[src/rtl/chg_pkg.sv]
package chg_pkg;
   localparam logic [6:0]  I2C_ADDR        = 7'h6B;
   localparam int          REG_BITS        = 8;
   localparam logic [7:0]  REG_INPUT_LIMIT = 8'h00;
   localparam logic [7:0]  REG_RESET_CTRL  = 8'h0B;
   localparam logic [7:0]  REG_LAST        = 8'h0F;
   localparam logic [3:0]  REG_STAT_SET    = 4'hF;
   localparam logic [7:0]  READ_BEYOND     = 8'hFF;
   localparam logic [7:0]  RESET_LIMIT_REG = 8'h17;
   localparam logic [7:0]  RESET_OTHER_REG = 8'h00;
   localparam int          HIZ_BIT         = 7;
   localparam int          MON_HI          = 6;
   localparam int          MON_LO          = 5;
   localparam int          LIM_HI          = 4;
   localparam int          REG_RST_BIT     = 7;
   localparam int          STAT_SET_HI     = 3;
   localparam int          STAT_SET_LO     = 2;
   localparam logic [1:0]  MON_CHARGING    = 2'h0;
   localparam logic [1:0]  MON_FORCED      = 2'h1;
   localparam logic [1:0]  MON_RESERVED    = 2'h2;
   localparam logic [1:0]  MON_FLOAT       = 2'h3;
   localparam logic [4:0]  LIM_TOP_CODE    = 5'h1F;
   localparam logic [11:0] LIM_STEP_MA     = 12'h064;
   localparam logic [11:0] LIM_TOP_MA      = 12'hED8;
   localparam logic [11:0] RESET_LIMIT_MA  = 12'h960;
   localparam logic [3:0]  BYTE_BITS       = 4'h8;

   typedef enum logic [2:0] {
      ST_IDLE, ST_ADDR, ST_ACKA, ST_WDATA, ST_ACKW, ST_RDATA, ST_ACKR
   } chg_i2c_state_t;
endpackage : chg_pkg

[src/rtl/chg_i2c_register_bank.sv]
`timescale 1ns/1ps
`default_nettype none
module chg_i2c_register_bank #(
   parameter logic [6:0] SLAVE_ADDR = chg_pkg::I2C_ADDR
) (
   input  wire logic        clk,
   input  wire logic        rst,
   input  wire logic        sclIn,
   input  wire logic        sdaIn,
   output logic             sdaOut,
   output logic             sdaDriveN,
   input  wire logic        detDone,
   input  wire logic [4:0]  detCode,
   input  wire logic        wdExpire,
   input  wire logic        chargingActive,
   output logic             hizEn,
   output logic [11:0]      limitMa,
   output logic             monOut,
   output logic             monDriveN
);
   logic       wrStrobe;
   logic [7:0] wrData;
   logic       wrFirst;
   logic       rdNext;
   logic [7:0] rdData;
   logic [7:0] ptr_q;
   logic       hiz_q;
   logic [1:0] monSel_q;
   logic [4:0] limCode_q;
   logic [7:0] bank_q [1:15];
   logic       hizEn_q;
   logic [11:0] limitMa_q;
   logic       monOut_q;
   logic       monDriveN_q;

   // unsigned code to milliamps; top code jumps to its own value
   function automatic logic [11:0] limitMaFn(input logic [4:0] code);
      if (code == chg_pkg::LIM_TOP_CODE) begin
         return chg_pkg::LIM_TOP_MA;
      end
      return 12'(12'(code) * chg_pkg::LIM_STEP_MA + chg_pkg::LIM_STEP_MA);
   endfunction : limitMaFn

   chg_i2c_slave #(
      .SLAVE_ADDR (SLAVE_ADDR)
   ) u_slave (
      .clk       (clk),
      .rst       (rst),
      .sclIn     (sclIn),
      .sdaIn     (sdaIn),
      .txData    (rdData),
      .sdaOut    (sdaOut),
      .sdaDriveN (sdaDriveN),
      .wrStrobe  (wrStrobe),
      .wrData    (wrData),
      .wrFirst   (wrFirst),
      .rdNext    (rdNext)
   );

   wire       regWrite  = wrStrobe & ~wrFirst;
   wire       wrLimit   = regWrite & (ptr_q == chg_pkg::REG_INPUT_LIMIT);
   wire       regRstReq = regWrite & (ptr_q == chg_pkg::REG_RESET_CTRL)
                          & wrData[chg_pkg::REG_RST_BIT];
   wire       bankReset = rst | regRstReq;
   wire [7:0] limitReg  = {hiz_q, monSel_q, limCode_q};
   wire       inRange   = (ptr_q <= chg_pkg::REG_LAST);
   wire       forcedOn  = |bank_q[chg_pkg::REG_STAT_SET][chg_pkg::STAT_SET_HI:chg_pkg::STAT_SET_LO];
   assign rdData = (ptr_q == chg_pkg::REG_INPUT_LIMIT) ? limitReg
                 : inRange ? bank_q[ptr_q[3:0]]
                 : chg_pkg::READ_BEYOND;
   wire       monFloat  = (monSel_q == chg_pkg::MON_FLOAT);
   // reserved code falls through to the charging-state source
   wire       monLevel  = (monSel_q == chg_pkg::MON_FORCED) ? forcedOn : chargingActive;

   // first data byte sets the pointer, each later byte moves it on
   always_ff @(posedge clk) begin
      if (rst) begin
         ptr_q <= 8'h00;
      end else if (wrStrobe & wrFirst) begin
         ptr_q <= wrData;
      end else if (regWrite | rdNext) begin
         ptr_q <= 8'(ptr_q + 8'h01);
      end
   end

   always_ff @(posedge clk) begin
      if (bankReset | wdExpire) begin
         hiz_q <= 1'b0;
      end else if (wrLimit) begin
         hiz_q <= wrData[chg_pkg::HIZ_BIT];
      end
   end

   always_ff @(posedge clk) begin
      if (bankReset) begin
         monSel_q <= chg_pkg::RESET_LIMIT_REG[chg_pkg::MON_HI:chg_pkg::MON_LO];
      end else if (wrLimit) begin
         monSel_q <= wrData[chg_pkg::MON_HI:chg_pkg::MON_LO];
      end
   end

   // detection beats a host write landing in the same cycle
   always_ff @(posedge clk) begin
      if (bankReset) begin
         limCode_q <= chg_pkg::RESET_LIMIT_REG[chg_pkg::LIM_HI:0];
      end else if (detDone) begin
         limCode_q <= detCode;
      end else if (wrLimit) begin
         limCode_q <= wrData[chg_pkg::LIM_HI:0];
      end
   end

   genvar gi;
   generate
      for (gi = 1; gi <= 15; gi++) begin : g_bank
         // reset request bit is a strobe and never reads back as set
         wire [7:0] keepMask = (gi == int'(chg_pkg::REG_RESET_CTRL))
                               ? 8'(~(8'h01 << chg_pkg::REG_RST_BIT)) : 8'hFF;
         always_ff @(posedge clk) begin
            if (bankReset) begin
               bank_q[gi] <= chg_pkg::RESET_OTHER_REG;
            end else if (regWrite && (ptr_q == 8'(gi))) begin
               bank_q[gi] <= wrData & keepMask;
            end
         end
      end
   endgenerate

   always_ff @(posedge clk) begin
      if (rst) begin
         hizEn_q <= 1'b0;
         limitMa_q <= chg_pkg::RESET_LIMIT_MA;
         monOut_q <= 1'b0;
         monDriveN_q <= 1'b1;
      end else begin
         hizEn_q <= hiz_q;
         limitMa_q <= limitMaFn(limCode_q);
         monOut_q <= monLevel;
         monDriveN_q <= monFloat;
      end
   end

   assign hizEn     = hizEn_q;
   assign limitMa   = limitMa_q;
   assign monOut    = monOut_q;
   assign monDriveN = monDriveN_q;
endmodule : chg_i2c_register_bank
`default_nettype wire

[src/rtl/chg_i2c_slave.sv]
`timescale 1ns/1ps
`default_nettype none
module chg_i2c_slave #(
   parameter logic [6:0] SLAVE_ADDR = chg_pkg::I2C_ADDR
) (
   input  wire logic       clk,
   input  wire logic       rst,
   input  wire logic       sclIn,
   input  wire logic       sdaIn,
   input  wire logic [7:0] txData,
   output logic            sdaOut,
   output logic            sdaDriveN,
   output logic            wrStrobe,
   output logic [7:0]      wrData,
   output logic            wrFirst,
   output logic            rdNext
);
   chg_pkg::chg_i2c_state_t st_q;
   logic       sclPrev_q;
   logic       sdaPrev_q;
   logic [3:0] cnt_q;
   logic [7:0] sh_q;
   logic [7:0] txSh_q;
   logic       rw_q;
   logic       nack_q;
   logic       first_q;
   logic       drvN_q;
   logic       wrStrobe_q;
   logic       rdNext_q;
   logic       sdaOut_q;

   wire sclRise   = sclIn & ~sclPrev_q;
   wire sclFall   = ~sclIn & sclPrev_q;
   wire startCond = sclIn & sclPrev_q & sdaPrev_q & ~sdaIn;
   wire stopCond  = sclIn & sclPrev_q & ~sdaPrev_q & sdaIn;
   wire byteDone  = (cnt_q == chg_pkg::BYTE_BITS);
   wire addrHit   = (sh_q[7:1] == SLAVE_ADDR);

   assign sdaOut    = sdaOut_q;
   assign sdaDriveN = drvN_q;
   assign wrStrobe  = wrStrobe_q;
   assign wrData    = sh_q;
   assign wrFirst   = first_q;
   assign rdNext    = rdNext_q;

   always_ff @(posedge clk) begin
      if (rst) begin
         st_q <= chg_pkg::ST_IDLE;
         sclPrev_q <= 1'b1;
         sdaPrev_q <= 1'b1;
         cnt_q <= 4'h0;
         sh_q <= 8'h00;
         txSh_q <= 8'h00;
         rw_q <= 1'b0;
         nack_q <= 1'b1;
         first_q <= 1'b0;
         drvN_q <= 1'b1;
         wrStrobe_q <= 1'b0;
         rdNext_q <= 1'b0;
         sdaOut_q <= 1'b0;
      end else begin
         // open drain: the pin only ever pulls low
         sdaOut_q <= 1'b0;
         sclPrev_q <= sclIn;
         sdaPrev_q <= sdaIn;
         wrStrobe_q <= 1'b0;
         rdNext_q <= 1'b0;
         if (startCond) begin
            st_q <= chg_pkg::ST_ADDR;
            cnt_q <= 4'h0;
            drvN_q <= 1'b1;
         end else if (stopCond) begin
            st_q <= chg_pkg::ST_IDLE;
            drvN_q <= 1'b1;
         end else if (sclRise) begin
            sh_q <= {sh_q[6:0], sdaIn};
            cnt_q <= 4'(cnt_q + 4'h1);
            nack_q <= sdaIn;
         end else if (sclFall) begin
            unique case (st_q)
               chg_pkg::ST_IDLE: ;
               chg_pkg::ST_ADDR: if (byteDone) begin
                  drvN_q <= ~addrHit;
                  rw_q <= sh_q[0];
                  st_q <= addrHit ? chg_pkg::ST_ACKA : chg_pkg::ST_IDLE;
               end
               chg_pkg::ST_ACKA: begin
                  cnt_q <= 4'h0;
                  first_q <= ~rw_q;
                  txSh_q <= txData;
                  drvN_q <= rw_q ? txData[7] : 1'b1;
                  st_q <= rw_q ? chg_pkg::ST_RDATA : chg_pkg::ST_WDATA;
               end
               chg_pkg::ST_WDATA: if (byteDone) begin
                  drvN_q <= 1'b0;
                  wrStrobe_q <= 1'b1;
                  st_q <= chg_pkg::ST_ACKW;
               end
               chg_pkg::ST_ACKW: begin
                  drvN_q <= 1'b1;
                  first_q <= 1'b0;
                  cnt_q <= 4'h0;
                  st_q <= chg_pkg::ST_WDATA;
               end
               chg_pkg::ST_RDATA: if (byteDone) begin
                  drvN_q <= 1'b1;
                  rdNext_q <= 1'b1;
                  st_q <= chg_pkg::ST_ACKR;
               end else begin
                  txSh_q <= {txSh_q[6:0], 1'b0};
                  drvN_q <= txSh_q[6];
               end
               chg_pkg::ST_ACKR: begin
                  // master ack asks for the next register, nack ends the read
                  cnt_q <= 4'h0;
                  txSh_q <= txData;
                  drvN_q <= nack_q ? 1'b1 : txData[7];
                  st_q <= nack_q ? chg_pkg::ST_IDLE : chg_pkg::ST_RDATA;
               end
            endcase
         end
      end
   end
endmodule : chg_i2c_slave
`default_nettype wire

[config.mk]
export PLATFORM = sky130hd
export DESIGN_NAME = chg_i2c_register_bank
export DESIGN_NICKNAME = d
export VERILOG_FILES = /design/src/rtl/chg_pkg.sv /design/src/rtl/chg_i2c_register_bank.sv /design/src/rtl/chg_i2c_slave.sv
export SDC_FILE = /design/constraint.sdc
export NUM_CORES = 1
export LEC_CHECK = 0
export BUFFER_PORTS_ARGS = -buffer_cell sky130_fd_sc_hd__buf_2
export CORE_AREA = 2 2 142 144
export DETAILED_ROUTE_END_ITERATION = 10
export DIE_AREA = 0 0 144 146
export HOLD_SLACK_MARGIN = 0.05
export PLACE_DENSITY = 0.72
export SLEW_MARGIN = 10
export SYNTH_ARGS = -nofsm -noshare
export SYNTH_HDL_FRONTEND = slang
export SYNTH_HIERARCHICAL = 1
export SYNTH_SLANG_ARGS = --single-unit
[constraint.sdc]
create_clock -name clk -period 8.36 [get_ports clk]
set_input_delay 0.836 -clock clk [delete_from_list [all_inputs] [get_ports clk]]
set_output_delay 0.836 -clock clk [all_outputs]
set_load 0.05 [all_outputs]
==> impl_results.md <==
- DRC Markers: 0
- Synth Flop Type: edfxtp_1
- Post-synthesis sequential area ratio: 53.8%
- Synth Area per Inst: roughly 11 um2
- Clk pin slew, worst setup/hold paths: roughly 0.07 ns
- Sinks on Clock Net: 182
- Initial Utilization: 46.5%
- Commonest non-fill, non-tap cell in the layout: edfxtp_1
- Area contributors post-synth: edfxtp_1 (40%), dfxtp_1 (14%), mux4_2 (5.8%)
- Design Area, Final: 9820 um2
- Die X: 144 um
- Crit end category: flop
- WL final: ~21,000 um
- Unique masters post-synth: 64
- Warnings, synthesis: 6
- Post-DP HPWL: 14,200 um
- Number of global-route vias before repair: 5,953
- Gate Count Post-Synth: 798
- CP arrival: roughly 3.6 ns
- Post-synth top area share: roughly two fifths
- Layout cell share with drive strength beyond 1: between 10% and 20%
- Max VDD drop: roughly 0.11 mV
- Most frequent cells in the layout: edfxtp_1 (119), nor2_1 (96), dfxtp_1 (62)
- Pleak: around 3.5 nW
- H-tree levels: 4
- Starting DRT DRC Count: 658
- Max Slew Vio Count: 0
- Final hold vios: 0
- Max Freq: 0.305 GHz
- # fillers: 1,642
- Wire per inst: 19.6 um
- Die ar.: 21,000 um2
- EDFF count, synth: 119
- Grt total ovfl: 0
- Hold Path Class: flop to flop
- Setup Viol. Count Final: 0
- Clock power share: 39.1%
- N_diodes: 0
- TNS Setup: 0 ns
- Core Util, Final: 50.8%
- Setup Buffers After CTS: 0
- Clock skew: 0.0101 ns
- Synth area leader: edfxtp_1
- Crit-path max cell delay: 1.06 ns
- Sequential power share: 50.9%
- Period utilisation layout: 39.3%
- DR pass1 iterations: 5
- Post-Syn Area: between 8000 and 9000 um2
- CP Max Fanout: 33
- Slew HR: 23.6%
- Final worst slack: 5.08 ns
- Layout overhead on the synthesized area: 9.25%
- Cell Area, Placed: around 9300 um2
- Cts repair resizes: 0
- FFs w/ async S/R, synth: 0%
- CTS tree: yes
- Clock Path Buffers: 2
- Unrepaired setup endpoints after global routing: no
- Top delay family on crit path: flip-flops
- Antenna violations before repair: 0
- Switching share of power: 25.4%
- CTS root buf: clkbuf_16
- Final min period: about 3.3 ns
- Core Area: 19,300 um2
- Worst setup SP type: flop
- Final nets: approximately 830
- First-pass GRT wire length: 33,200 um
- CP max stage cell: dfxtp_2
- Outcome: completed
- Buffers on Ports: 25
- WP buf/inv: 0
- Routability cong.: around 0.89
- Row count: 51
- Largest net degree at the start of global routing: 53
- Die Ht: 146 um
- #FFs+latches synth: 182
- Later-pin clock latency in the skew report: 0.43 ns
- Max-cap viol count: 0
- # hold bufs at CTS: 0
- Slew @ Worst Pin: 1.13 ns
- GRT Overall Usage: between 20% and 30%
- Setup slack at placement: 5.01 ns
- PD cells: approximately 200 nW/um2
- Total number of vias: 6,222
- Comb pwr share: about 10%
- Internal Power: 0.00148 W
- Post-DRT Antenna Nets: 0
- Via-per-instance ratio: around 5.8
- Number of CTS-inserted buffers: 17
- Boundary Pins: 29
- Setup CP Type: flop to flop
- CP Cell Sequence: mux4_2 -> nand2b_1 -> a311oi_1 -> nor2_1 -> nor3b_1 -> a211oi_1 -> o311ai_0 -> nand3b_1
- Critical Path RT: 8.66 ns
- P_sw: approximately 0.0005 W
-- registers in the layout, indices dropped and copies added (netlist names), 2 cells and up, named ones only --
name	cells
bank_q	119
limitMa	10
ptr_q	8
u_slave/wrData	8
u_slave/txSh_q	7
limCode_q	5
u_slave/cnt_q	4
u_slave/st_q	3
monSel_q	2
-- Yosys cell counts, drive strengths merged (3+ instances only) --
| cell | instances |
|---|---|
| mux2 | 4 |
| nand2b | 7 |
| o22ai | 8 |
| buf | 19 |
| inv | 18 |
| ha | 27 |
| and2 | 52 |
| nor2b | 10 |
| o21ai | 25 |
| nand4 | 5 |
| nand3 | 9 |
| mux2i | 30 |
| or2 | 5 |
| xnor2 | 9 |
| a311oi | 9 |
| nor4 | 4 |
| xor2 | 6 |
| o41ai | 4 |
| nand2 | 53 |
| nor2 | 96 |
| nand3b | 6 |
| a21oi | 42 |
| a211oi | 17 |
| mux4 | 23 |
| edfxtp | 119 |
| a21boi | 3 |
| o31ai | 3 |
| dfxtp | 63 |
| and3 | 29 |
| a21o | 5 |
| clkbuf | 35 |
| o2bb2ai | 8 |
| nor3 | 10 |
| or3 | 4 |
| nor3b | 4 |
-- through the flow --
step	std cells	hold slack (ns)	total power (W)
after detailed placement	1039	0.494	0.00123
final	1071	0.501	0.00199
after CTS	1071	0.503	0.00199
after floorplan	799	0.461	0.00118
after global routing	1071	0.539	0.00205
after global placement	1039	0.493	0.00123
-- cells by family after synthesis --
kind of cell               synth area share (%)
and+or+nand+nor                            17.0
DFF                                        53.8
AOI/OAI and AO/OA                          10.7
buffers and inverters                      3.40
muxes                                      9.60
adders and majority gates                  3.98
xor gates and xnor gates                   1.46
other                                    0.0835
-- power groups by stage --
stage	clock network, W	logic [W]	registers [W]
6_report	0.000776	0.000198	0.00101
5_1_grt	0.000818	0.000219	0.00102
4_1_cts	0.000781	0.000200	0.00101
3_5_place_dp	0	0.000198	0.00103
3_3_place_gp	0	0.000196	0.00103
2_1_floorplan	0	0.000116	0.00107
-- path summary, 6_finish.rpt --
kind,cells past startpoint,end,start,slack (ns)
worst max-delay path,8,u_slave/sdaDriveN,flop,5.08
worst min-delay path,2,u_slave/wrFirst,u_slave/wrFirst,0.50
worst max register to register,8,u_slave/sdaDriveN,flop,5.08
worst min register to register,2,u_slave/wrFirst,u_slave/wrFirst,0.50
-- layout make-up --
type | count | area [um2] | share of cell area (%)
well taps | 265 | 332 | 3.38
repair buffers | 29 | 155 | 1.58
multi-input cells | 545 | 3860 | 39.3
flip-flops and latches | 182 | 4840 | 49.2
clock inverters | 14 | 141 | 1.44
clock buffers | 18 | 429 | 4.37
inverters | 18 | 67.6 | 0.688
-- worst register-to-register path, cell delays in order, from the launching register on --
cell and delay (ns):
dfxtp_2 1.06, mux4_2 0.61, nand2b_1 0.15, a311oi_1 0.48, nor2_1 0.15, nor3b_1 0.25
a211oi_1 0.08, o311ai_0 0.29, nand3b_1 0.10
-- per-layer routing --
layer	global-route usage [%]	routed length, um
met1	28.3	8990
met2	33.5	10200
met3	3.95	1300
met4	7.30	453
met5	0	0
Power figures use the tool's default switching activity.
